### config.mk
export PLATFORM = sky130hd
export DESIGN_NAME = touch_adc_clock_irq_regs
export DESIGN_NICKNAME = d
export VERILOG_FILES = /design/src/verilog/touch_adc_pkg.sv /design/src/verilog/touch_adc_clock_irq_regs.sv /design/src/verilog/clock_prescaler.sv
export VERILOG_INCLUDE_DIRS = /design/src /design/src/verilog
export SDC_FILE = /design/constraint.sdc
export NUM_CORES = 1
export LEC_CHECK = 0
export ABC_AREA = 1
export BUFFER_PORTS_ARGS = -buffer_cell sky130_fd_sc_hd__buf_4
export CAP_MARGIN = 25
export CORE_UTILIZATION = 45
export DETAILED_ROUTE_END_ITERATION = 7
export GPL_ROUTABILITY_DRIVEN = 0
export PLACE_DENSITY = 0.76
export SLEW_MARGIN = 20
export SYNTH_ARGS = -nofsm -noshare
export SYNTH_HDL_FRONTEND = slang
export SYNTH_SLANG_ARGS = --single-unit
### constraint.sdc
create_clock -name aclk -period 1.65 [get_ports aclk]
set_input_delay 0 -clock aclk [delete_from_list [all_inputs] [get_ports aclk]]
set_output_delay 0 -clock aclk [all_outputs]
set_load 0.01 [all_outputs]
### src/verilog/touch_adc_params.svh
`ifndef TOUCH_ADC_PARAMS_SVH
`define TOUCH_ADC_PARAMS_SVH

// Register indices; the byte address on the bus is four times the index.
`define IDX_ADC_CLOCK_SELECT   16'hff13
`define IDX_TOUCH_CLOCK_SELECT 16'hff16
`define IDX_IRQ_PRIORITY       16'hff22
`define IDX_IRQ_ENABLES        16'hff26
`define IDX_IRQ_FLAGS          16'hff2a
`define IDX_IRQ_STATUS         16'hff30
`define IDX_IRQ_CLEAR          16'hff31

// Field positions.
`define POS_CLOCK_GATE         3
`define POS_ADC_DONE           7
`define POS_PEN_DOWN           6
`define POS_DATA_UPDATE        5
`define POS_ADC_LEVEL          6
`define POS_TOUCH_LEVEL        4

// Implemented bits of each register; all others read as zero.
`define MASK_CLOCK_SELECT      8'h0f
`define MASK_PRIORITY          8'hf0
`define MASK_IRQ               8'he0
`define RESET_BYTE             8'h00

// Divider masks: a tick falls where the masked count bits are all ones.
`define DIV_MASK_16            4'hf
`define DIV_MASK_8             4'h7
`define DIV_MASK_4             4'h3
`define DIV_MASK_2             4'h1
`define DIV_MASK_1             4'h0

`define RESP_OKAY              2'b00
`define RESP_SLVERR            2'b10

`endif

### src/verilog/touch_adc_pkg.sv
package touch_adc_pkg;

  typedef struct packed {
    logic adc_done;
    logic pen_down;
    logic data_update;
  } irq_events_t;

  typedef struct packed {
    logic [3:0] count;
    logic       tick;
  } prescaler_state_t;

  typedef struct packed {
    logic [7:0] adc_clock_select;
    logic [7:0] touch_clock_select;
    logic [7:0] priority_levels;
    logic [7:0] irq_enables;
    logic [7:0] irq_flags;
  } reg_file_t;

  typedef struct packed {
    logic        awready;
    logic        wready;
    logic        bvalid;
    logic [1:0]  bresp;
    logic        arready;
    logic        rvalid;
    logic [1:0]  rresp;
    logic [31:0] rdata;
    logic        aw_seen;
    logic        w_seen;
    logic [15:0] aw_index;
    logic [7:0]  wbyte;
    logic        wlane;
  } axi_state_t;

  typedef struct packed {
    reg_file_t  regs;
    axi_state_t axi;
    logic       adc_done_irq;
    logic       pen_down_irq;
    logic       data_update_irq;
    logic       irq;
    logic [1:0] adc_irq_level;
    logic [1:0] touch_irq_level;
  } core_state_t;

endpackage : touch_adc_pkg

### src/verilog/touch_adc_clock_irq_regs.sv
// Functional notes
// - Bit 3 at 0xff13 switches the converter clock on or off, reset off.
// - Bits 2..0 at 0xff13: 011 gives /8, 010 /4, top bit set /16.
// - Bit 3 at 0xff16 switches the touch controller clock, reset off.
// - Bits 2..0 at 0xff16: 010 gives /4, 001 gives /2, reset 000.
// - Bit 7 at 0xff26 enables the conversion-done interrupt, reset zero.
// - Bit 6 at 0xff26 enables the pen-down interrupt.
// - Bit 5 at 0xff26 enables the data update interrupt, reset zero.
// - Bit 7 at 0xff2a flags conversion done; writing one clears it.
// - Bit 6 at 0xff2a flags pen-down; writing one clears, zero does nothing.
// - Bit 5 at 0xff2a flags data update; writing one clears it.
// - Bits 7..6 and 5..4 at 0xff22 give interrupt levels 0 to 3.
// - A detected pen-down sets its flag and interrupts when enabled.
// - A coordinate data update sets its flag.
// - A request reaches the processor only while flag and enable are set.
`timescale 1ns/10ps
`default_nettype none
`include "touch_adc_params.svh"

module touch_adc_clock_irq_regs
  import touch_adc_pkg::*;
#(
  parameter int ADDR_W = 18
)
(
  input  wire logic              aclk,             // Clock, 250 MHz
  input  wire logic              aresetn,          // Synchronous reset, active low
  input  wire logic [ADDR_W-1:0] awaddr,           // Write address
  input  wire logic [2:0]        awprot,           // Write protection, unused
  input  wire logic              awvalid,          // Write address valid
  output var  logic              awready,          // Write address ready
  input  wire logic [31:0]       wdata,            // Write data
  input  wire logic [3:0]        wstrb,            // Write byte strobes
  input  wire logic              wvalid,           // Write data valid
  output var  logic              wready,           // Write data ready
  output var  logic [1:0]        bresp,            // Write response
  output var  logic              bvalid,           // Write response valid
  input  wire logic              bready,           // Write response ready
  input  wire logic [ADDR_W-1:0] araddr,           // Read address
  input  wire logic [2:0]        arprot,           // Read protection, unused
  input  wire logic              arvalid,          // Read address valid
  output var  logic              arready,          // Read address ready
  output var  logic [31:0]       rdata,            // Read data
  output var  logic [1:0]        rresp,            // Read response
  output var  logic              rvalid,           // Read data valid
  input  wire logic              rready,           // Read data ready
  input  wire irq_events_t       events,           // One-cycle event pulses
  output var  logic              adc_clock_tick,   // Converter clock enable pulse
  output var  logic              touch_clock_tick, // Touch controller clock enable pulse
  output var  logic [1:0]        adc_irq_level,    // Converter interrupt level
  output var  logic [1:0]        touch_irq_level,  // Touch interrupt level
  output var  logic              adc_done_irq,     // Conversion-done request
  output var  logic              pen_down_irq,     // Pen-down request
  output var  logic              data_update_irq,  // Data update request
  output var  logic              irq               // Any enabled request
);

  if (ADDR_W < 18)
  begin : g_addr_check
    $error("ADDR_W must reach the highest register index");
  end

  ////////////////////////////////////////////////////////////////////////////
  core_state_t s;
  core_state_t next_s;
  logic [7:0]  event_bits;
  logic [7:0]  clear_bits;
  logic        write_fire;
  logic [8:0]  read_word;
  logic [8:0]  write_word;

  function automatic logic [8:0] read_reg(input logic [15:0] idx, input reg_file_t r);
    case (idx)
      `IDX_ADC_CLOCK_SELECT:   read_reg = {1'b1, r.adc_clock_select};
      `IDX_TOUCH_CLOCK_SELECT: read_reg = {1'b1, r.touch_clock_select};
      `IDX_IRQ_PRIORITY:       read_reg = {1'b1, r.priority_levels};
      `IDX_IRQ_ENABLES:        read_reg = {1'b1, r.irq_enables};
      `IDX_IRQ_FLAGS:          read_reg = {1'b1, r.irq_flags};
      `IDX_IRQ_STATUS:         read_reg = {1'b1, r.irq_flags};
      `IDX_IRQ_CLEAR:          read_reg = {1'b1, `RESET_BYTE};
      default:                 read_reg = {1'b0, `RESET_BYTE};
    endcase
  endfunction : read_reg

  always_comb
  begin
    event_bits                   = `RESET_BYTE;
    event_bits[`POS_ADC_DONE]    = events.adc_done;
    event_bits[`POS_PEN_DOWN]    = events.pen_down;
    event_bits[`POS_DATA_UPDATE] = events.data_update;
  end

  // Address and data are latched independently; the write is done one cycle
  // after both are held, which keeps the decode off the bus inputs.
  assign write_fire = s.axi.aw_seen && s.axi.w_seen && !s.axi.bvalid;
  assign read_word  = read_reg(araddr[17:2], s.regs);
  assign write_word = read_reg(s.axi.aw_index, s.regs);

  always_comb
  begin
    next_s     = s;
    clear_bits = `RESET_BYTE;
    if (awvalid && s.axi.awready)
    begin
      next_s.axi.aw_seen  = 1'b1;
      next_s.axi.aw_index = awaddr[17:2];
    end
    if (wvalid && s.axi.wready)
    begin
      next_s.axi.w_seen = 1'b1;
      next_s.axi.wbyte  = wdata[7:0];
      next_s.axi.wlane  = wstrb[0];
    end
    if (s.axi.bvalid && bready)
      next_s.axi.bvalid = 1'b0;
    if (write_fire)
    begin
      next_s.axi.aw_seen = 1'b0;
      next_s.axi.w_seen  = 1'b0;
      next_s.axi.bvalid  = 1'b1;
      next_s.axi.bresp   = write_word[8] ? `RESP_OKAY : `RESP_SLVERR;
      if (s.axi.wlane)
      begin
        case (s.axi.aw_index)
          `IDX_ADC_CLOCK_SELECT:   next_s.regs.adc_clock_select   = s.axi.wbyte & `MASK_CLOCK_SELECT;
          `IDX_TOUCH_CLOCK_SELECT: next_s.regs.touch_clock_select = s.axi.wbyte & `MASK_CLOCK_SELECT;
          `IDX_IRQ_PRIORITY:       next_s.regs.priority_levels    = s.axi.wbyte & `MASK_PRIORITY;
          `IDX_IRQ_ENABLES:        next_s.regs.irq_enables        = s.axi.wbyte & `MASK_IRQ;
          `IDX_IRQ_FLAGS:          clear_bits                     = s.axi.wbyte & `MASK_IRQ;
          `IDX_IRQ_CLEAR:          clear_bits                     = s.axi.wbyte & `MASK_IRQ;
          default:                 clear_bits                     = `RESET_BYTE;
        endcase
      end
    end
    // An event in the cycle of its clear still leaves the flag set.
    next_s.regs.irq_flags = ((s.regs.irq_flags & ~clear_bits) | event_bits) & `MASK_IRQ;
    if (s.axi.rvalid && rready)
      next_s.axi.rvalid = 1'b0;
    if (arvalid && s.axi.arready)
    begin
      next_s.axi.rvalid = 1'b1;
      next_s.axi.rdata  = {24'h000000, read_word[7:0]};
      next_s.axi.rresp  = read_word[8] ? `RESP_OKAY : `RESP_SLVERR;
    end
    next_s.axi.awready = !next_s.axi.aw_seen && !next_s.axi.bvalid;
    next_s.axi.wready  = !next_s.axi.w_seen && !next_s.axi.bvalid;
    next_s.axi.arready = !next_s.axi.rvalid;
    next_s.adc_done_irq    = next_s.regs.irq_flags[`POS_ADC_DONE] && next_s.regs.irq_enables[`POS_ADC_DONE];
    next_s.pen_down_irq    = next_s.regs.irq_flags[`POS_PEN_DOWN] && next_s.regs.irq_enables[`POS_PEN_DOWN];
    next_s.data_update_irq = next_s.regs.irq_flags[`POS_DATA_UPDATE]
                             && next_s.regs.irq_enables[`POS_DATA_UPDATE];
    next_s.irq             = |(next_s.regs.irq_flags & next_s.regs.irq_enables);
    next_s.adc_irq_level   = next_s.regs.priority_levels[`POS_ADC_LEVEL +: 2];
    next_s.touch_irq_level = next_s.regs.priority_levels[`POS_TOUCH_LEVEL +: 2];
  end

  always_ff @(posedge aclk)
  begin
    if (!aresetn)
      s <= '0;
    else
      s <= next_s;
  end

  assign awready         = s.axi.awready;
  assign wready          = s.axi.wready;
  assign bvalid          = s.axi.bvalid;
  assign bresp           = s.axi.bresp;
  assign arready         = s.axi.arready;
  assign rvalid          = s.axi.rvalid;
  assign rresp           = s.axi.rresp;
  assign rdata           = s.axi.rdata;
  assign adc_done_irq    = s.adc_done_irq;
  assign pen_down_irq    = s.pen_down_irq;
  assign data_update_irq = s.data_update_irq;
  assign irq             = s.irq;
  assign adc_irq_level   = s.adc_irq_level;
  assign touch_irq_level = s.touch_irq_level;

  ////////////////////////////////////////////////////////////////////////////
  logic [1:0] div_gate;
  logic [2:0] div_select [2];
  logic [1:0] div_tick;

  assign div_gate[0]   = s.regs.adc_clock_select[`POS_CLOCK_GATE];
  assign div_gate[1]   = s.regs.touch_clock_select[`POS_CLOCK_GATE];
  assign div_select[0] = s.regs.adc_clock_select[2:0];
  assign div_select[1] = s.regs.touch_clock_select[2:0];

  for (genvar i = 0; i < 2; i++)
  begin : g_prescaler
    clock_prescaler u_prescaler (
      .aclk         (aclk),
      .aresetn      (aresetn),
      .gate         (div_gate[i]),
      .ratio_select (div_select[i]),
      .tick         (div_tick[i])
    );
  end

  assign adc_clock_tick   = div_tick[0];
  assign touch_clock_tick = div_tick[1];
endmodule : touch_adc_clock_irq_regs
`default_nettype wire

### src/verilog/clock_prescaler.sv
`timescale 1ns/10ps
`default_nettype none
`include "touch_adc_params.svh"

module clock_prescaler
  import touch_adc_pkg::*;
(
  input  wire logic       aclk,          // System and oscillator clock
  input  wire logic       aresetn,       // Synchronous reset, active low
  input  wire logic       gate,          // Clock supply on
  input  wire logic [2:0] ratio_select,  // Division ratio code
  output var  logic       tick           // One-cycle enable at the divided rate
);

  prescaler_state_t s;
  prescaler_state_t next_s;

  function automatic logic [3:0] ratio_mask(input logic [2:0] sel);
    if (sel[2])
      ratio_mask = `DIV_MASK_16;
    else if (sel == 3'h3)
      ratio_mask = `DIV_MASK_8;
    else if (sel == 3'h2)
      ratio_mask = `DIV_MASK_4;
    else if (sel == 3'h1)
      ratio_mask = `DIV_MASK_2;
    else
      ratio_mask = `DIV_MASK_1;
  endfunction : ratio_mask

  // The counter runs free so that a ratio change takes effect at once, at
  // the cost of one irregular first period after the change.
  always_comb
  begin
    next_s       = s;
    next_s.count = s.count + 4'h1;
    next_s.tick  = gate && ((s.count & ratio_mask(ratio_select)) == ratio_mask(ratio_select));
  end

  always_ff @(posedge aclk)
  begin
    if (!aresetn)
      s <= '0;
    else
      s <= next_s;
  end

  assign tick = s.tick;

  ////////////////////////////////////////////////////////////////////////////
  logic [4:0] since;
  logic       steady;
  logic [2:0] sel_q;

  always_ff @(posedge aclk)
  begin
    if (!aresetn)
    begin
      since  <= 5'h00;
      steady <= 1'b0;
      sel_q  <= 3'h0;
    end
    else
    begin
      sel_q  <= ratio_select;
      since  <= s.tick ? 5'h00 : ((since == 5'h1f) ? since : since + 5'h01);
      steady <= (s.tick || steady) && gate && (ratio_select == sel_q);
    end
  end
endmodule : clock_prescaler
`default_nettype wire

==> flow_summary.yaml, run 1 <==
routing:
  routedWlPerCell_um: 11.0
  ant_nets: 0
  wl_um: 7770
  remaining_drc_errors: 0
  routed_via_density: 4.70
  drt-initial-drc-count: 102
  firstDrtPassIters: 4
  via_count: 3310
final_layout:
  final_layout_size_suffix_gt1_share_pct: 23.1
  areaGrowthSynthToFinish_pct: 27.9
  multiInputGateArea_um2: 1690
  final_nets: 687
  regArea_um2: 1480
  n_antenna_cell: 0
  fin_cells: 704
  nFillCells: 721
sta:
  setup_viol: 0
  max_freq_mhz: 690
  slew_violations: 0
  period_minus_slack_ns: 1.45
  setup_ws_ns: 0.200
  finalHoldViolations: 0
  rsz0062_at_grt: "no"
  relSlewSlack_pct: 66.7
  clock_skew_ns: 0.0103
  fin_setup_tns_ns: 0
  tightestPinTransition_ns: 0.498
  finalCritPeriodShare_pct: 87.9
die:
  io_pins: 139
  core-area_um2: 7770
  chipHeight_um: 92.0
  die_w_um: 92.0
  initial_utilization_pct: 46.9
  rows: 32
  die_area_um2: 8460
synthesis:
  avgSynthCellArea_um2: 7.28
  yosysTopAreaCell: "dfxtp_1"
  synth.top_cell.area_share_pct: 40.7
  synth-main-ff-cell: "dfxtp_1"
  synthCells: 500
  synth_warnings: 0
  ys_seq_area_share_pct: 40.7
  ys_types: 37
  synthTopCellsByArea: "dfxtp_1, nand2_1, nor2_1"
  synth_edf_count: 0
  synth-seq-cells: 74
  syn_area_um2: 3640
  synth.most_common_cell: "nand2_1"
  synth.cells.most_frequent: "nand2_1, nor2_1, dfxtp_1, inv_1, buf_4"
  async_flop_share_pct: 0
clock_network:
  cts_tree: "built"
  root_buffer: "clkbuf_8"
  clkTransAtPathRegs_ns: 0.08
  numClockSinks: 74
  cts_buffer_depth: 2
  clock_latency_ns: 0.35
  cts_made_buffers: 9
  htree_num_levels: 3
worst_setup_path:
  r2r-end: "s[10]"
  reg2reg_slack_ns: 0.20
  rr_worst_depth: 4
  cp_max_fo: 13
  critical_path_buf_inv_count: 1
  crit_path_max_incr_delay_ns: 0.58
  startpoint_type: "flip-flop"
  rr_startpoint: "wready"
  worstSetupStartpoint: "wready"
  cp.required_ns: 1.89
  crit_path_end_kind: "flip-flop"
  path_depth: 4
  crit_path_cell_trace: "nand2_2, o21ai_0, dlygate4sd3_1, nor2_1"
  slowest_stage: "dlygate4sd3_1"
  cpLargestDelayFamily: "buffers and inverters"
  critPathArrivalTime_ns: 1.69
  worstSetupEndpoint: "s[10]"
  crit_type: "flip-flop to flip-flop"
place:
  dp.cells: 655
  dpl_worst_slack_ns: 0.259
  dp_hpwl_um: 5660
  portBuffers: 75
power_and_ir_drop:
  pwr-share-comb_pct: 12.3
  internal_power_uw: 2870
  p_sw_share_pct: 25.5
  p_seq_share_pct: 49.8
  p_leak_uw: 0.00213
  clkPwrFrac_pct: 37.9
  p_switching_uw: 983
  peakVddDrop_v: 0.000527
  powerDensity_nw_per_um2: 827
global_routing:
  grt_pass1_vias: 3070
  grt-ovfl-total: 0
  grt_max_degree: 28
  grt_pass1_wl_um: 13000
  grt_usage_pct: 19.2
  antenna_found_initial: 0
run_status:
  status: "finished, final reports clean"
worst_hold_path:
  hp-class: "input port to flip-flop"
run:
  max_cap_viol_count: 0
==> worst min-delay path: stages <==
cell     delay [ns]
buf_4          0.08
nand2_1        0.06
buf_4          0.16
nand2_1        0.06
a21oi_1        0.05
==> kinds of logic after synthesis <==
family / after synthesis / synth area share (%)
compound gates: 78 / 12.0
flops: 74 / 40.7
other cells: 1 / 0.103
fa+ha+maj: 2 / 0.687
simple gates: 233 / 30.2
buf+inv: 108 / 15.5
xor+xnor: 4 / 0.962
==> flip-flops by register name (all words and copies together), names as in the netlist <==
signal and cells:
div_select 6, pen_down_irq 1, g_prescaler.u_prescaler.s 8, arready 1
wready 1, data_update_irq 1, rvalid 1, rresp 1
g_prescaler.u_prescaler.tick 2, rdata 8, s 37, awready 1
div_gate 2, bvalid 1, irq 1, bresp 1
adc_done_irq 1
==> stage by stage <==
stage          cell area (um^2)  utilization [%]  hold slack [ns]  power (uW)
2_1_floorplan              3740                -            0.154        2240
3_3_place_gp               4110             52.9            0.249        2350
3_5_place_dp               4110             52.9            0.259        2370
4_1_cts                    4660             59.9           0.0966        3880
5_1_grt                    4660             60.0            0.133        4050
6_report                   4660             60.0            0.107        3850
==> worst min-delay path by stage <==
stage                     from        to  cells past startpoint  slack [ns]
finish                 arvalid  rdata[0]                      5        0.11
global route           arvalid  rdata[4]                      5        0.13
CTS                    arvalid  rdata[1]                      5         0.1
detailed placement  awaddr[16]     s[31]                      3        0.26
global placement    awaddr[15]     s[30]                      3        0.25
floorplan            events[0]     s[81]                      2        0.15
==> power by group through the flow <==
stage	Combinational [uW]	Clock, uW	Sequential, uW
2_1_floorplan	292	0	1950
3_3_place_gp	395	0	1950
3_5_place_dp	406	0	1960
4_1_cts	470	1500	1920
5_1_grt	528	1600	1930
6_report	475	1460	1920
==> metal layers <==
layer,wire length (um),GRT usage [%],vias to the layer above
met2,3880,34.2,90
li1,-,-,1711
met1,3410,21.9,1500
met4,98,6.77,0
met5,0,0,-
met3,374,5.22,9
==> cell usage in the layout (no fill, tap or decap), types with 6 or more instances in the layout <==
master | synthesis | routed
conb_1 | 1 | 26
nand3_1 | 22 | 22
o21ai_1 | 6 | 6
buf_4 | 41 | 80
clkbuf_8 | 0 | 11
o21ai_0 | 32 | 32
inv_1 | 46 | 46
dfxtp_1 | 74 | 74
nor2_1 | 83 | 83
dlygate4sd3_1 | 0 | 33
inv_2 | 8 | 8
nor2_2 | 8 | 8
a21oi_1 | 29 | 29
nand2_1 | 90 | 89
nor2_4 | 7 | 7
==> final cells by class <==
class,instances,area share [%]
Tap cell,102,2.74
Clock inverter,5,1.32
Clock buffer,11,3.25
Sequential cell,74,31.8
Timing Repair Buffer,113,20.0
Inverter,56,4.54
Multi-Input combinational cell,343,36.4
==> what timing repair did <==
item,CTS,global route
endpoints found under the setup margin,0,1
setup buffers,0,0
hold endpoints to repair,40,0
hold buffers,33,0
gates resized for setup,0,1
No activity file was read; power rests on OpenSTA's default activity.
==> run 2, diff against run 1 <==
- BUFFER_PORTS_ARGS: -buffer_cell sky130_fd_sc_hd__buf_4 -> -buffer_cell sky130_fd_sc_hd__clkbuf_2
- CORE_UTILIZATION: 45 -> 49
- PLACE_DENSITY: 0.76 -> 0.82
==> flow_summary.yaml, run 2 (same netlist as run 1, synthesis figures left out) <==
global_routing:
  grt_pass1_wl_um: 12700
  grt-ovfl-total: 0
  grt_max_degree: 28
  antenna_found_initial: 0
  grt_pass1_vias: 3050
  grt_usage_pct: 21.2
final_layout:
  areaGrowthSynthToFinish_pct: 21.9
  nFillCells: 670
  mostFrequentLayoutCells: "nand2_1, nor2_1, clkbuf_2"
  largest_reg_flops: 37
  final_nets: 684
  final_layout_size_suffix_gt1_share_pct: 22.6
  mostFrequentLayoutCell: "nand2_1"
  final_area_um2: 4440
  postLayoutCoreUtil_pct: 61.6
  max_flop_register: "s"
  n_antenna_cell: 0
routing:
  ant_nets: 0
  routed_via_density: 4.71
  wl_um: 7750
  firstDrtPassIters: 4
  remaining_drc_errors: 0
  drt-initial-drc-count: 171
  routedWlPerCell_um: 11.1
  via_count: 3286
place:
  dp_hpwl_um: 5540
  dpl_worst_slack_ns: 0.296
  portBuffers: 75
  placed_cell_area_um2: 3920
worst_hold_path:
  hp-class: "input port to flip-flop"
  min-delay-start: "aresetn"
  hold_path_depth: 3
  min_to: "g_prescaler[1].u_prescaler.s[2]"
die:
  chipHeight_um: 88.2
  io_pins: 139
  die_w_um: 88.2
  initial_utilization_pct: 50.5
  rows: 31
  die_area_um2: 7780
  core-area_um2: 7210
clock_network:
  numClockSinks: 74
  htree_num_levels: 3
  cts_tree: "built"
  cts_made_buffers: 9
  cts_resized: 0
  root_buffer: "clkbuf_8"
  cts_buffer_depth: 2
  clock_latency_ns: 0.34
  clkTransAtPathRegs_ns: 0.08
worst_setup_path:
  cp_max_fo: 4
  rr_startpoint: "s[21]"
  crit_path_cell_trace: "inv_1, nand2_1, nor2_2, nand2_1, nand2_1, nand4_1, nand2_1, nand2_1, nand2_1, nand3_1"
  reg2reg_slack_ns: 0.26
  cpMostUsedCell: "nand2_1"
  cp.required_ns: 1.88
  crit_path_end_kind: "flip-flop"
  rr_worst_depth: 10
  crit_path_max_incr_delay_ns: 0.31
  critPathArrivalTime_ns: 1.61
  startpoint_type: "flip-flop"
  crit_type: "flip-flop to flip-flop"
  slowest_stage: "dfxtp_1"
  r2r-end: "irq"
power_and_ir_drop:
  peakVddDrop_v: 0.000646
  powerDensity_nw_per_um2: 876
  p_leak_uw: 0.00208
sta:
  fin_setup_tns_ns: 0
  period_minus_slack_ns: 1.39
  rsz0062_at_grt: "no"
  setup_viol: 0
  clock_skew_ns: 0.0113
  setup_ws_ns: 0.264
  max_freq_mhz: 722
  slew_violations: 0
  hold_slack_ns: 0.0729
  finalHoldViolations: 0
  finalCritPeriodShare_pct: 84.0
run_status:
  status: "finished, final reports clean"
run:
  max_cap_viol_count: 0
[run 2: changes by cell type in the layout (fill, tap and decap cells not counted), sizes merged]
cell | before | now
dlygate4sd3 | 33 | 30
inv | 55 | 54
clkbuf | 11 | 88
buf | 80 | 5
bufinv | 1 | 2
clkinvlp | 3 | 0
[run 2: worst max path at each step]
stage | from | to | cells after the start
floorplan | s[17] | irq | 10
global placement | s[17] | irq | 10
detailed placement | s[20] | irq | 10
CTS | s[21] | irq | 10
global route | s[21] | irq | 10
finish | s[21] | irq | 10
[run 2: layer usage]
| layer | wire [um] | global-route usage [%] |
|---|---|---|
| met1 | 3370 | 24.3 |
| met2 | 3930 | 37.6 |
| met3 | 323 | 5.22 |
| met4 | 121 | 8.80 |
| met5 | 0 | 0 |
[run 2: cell type report]
type / instances / area, um^2 / area share [%]
Multi-Input combinational cell: 343 / 1690 / 38.1
Sequential cell: 74 / 1480 / 33.4
Timing Repair Buffer: 110 / 713 / 16.1
Inverter: 56 / 211 / 4.76
Clock buffer: 13 / 159 / 3.58
Tap cell: 99 / 124 / 2.79
Clock inverter: 2 / 60.1 / 1.35
[run 2: critical path, delay by kind of cell (launching register included)]
| kind | cells | cell delay (ns) |
|---|---|---|
| buf+inv | 1 | 0.11 |
| flops | 1 | 0.31 |
| simple gates | 9 | 0.85 |
[run 2: repair_timing]
action / 4_1_cts / 5_1_grt
hold buffers: 30 / 0
buffers inserted: 0 / 0
hold endpoints to repair: 36 / 0
endpoints found under the setup margin: 0 / 0
[run 2: power by group]
part | total, uW | switching, uW | internal, uW
Sequential | 1920 | 56.5 | 1860
Clock | 1540 | 615 | 928
Combinational | 428 | 248 | 179
Total | 3890 | 919 | 2970
[run 2: through the flow]
step	total power (uW)	instances
final	3890	697
after global routing	4050	697
after CTS	3910	697
after detailed placement	2330	652
after global placement	2310	652
after floorplan	2240	525
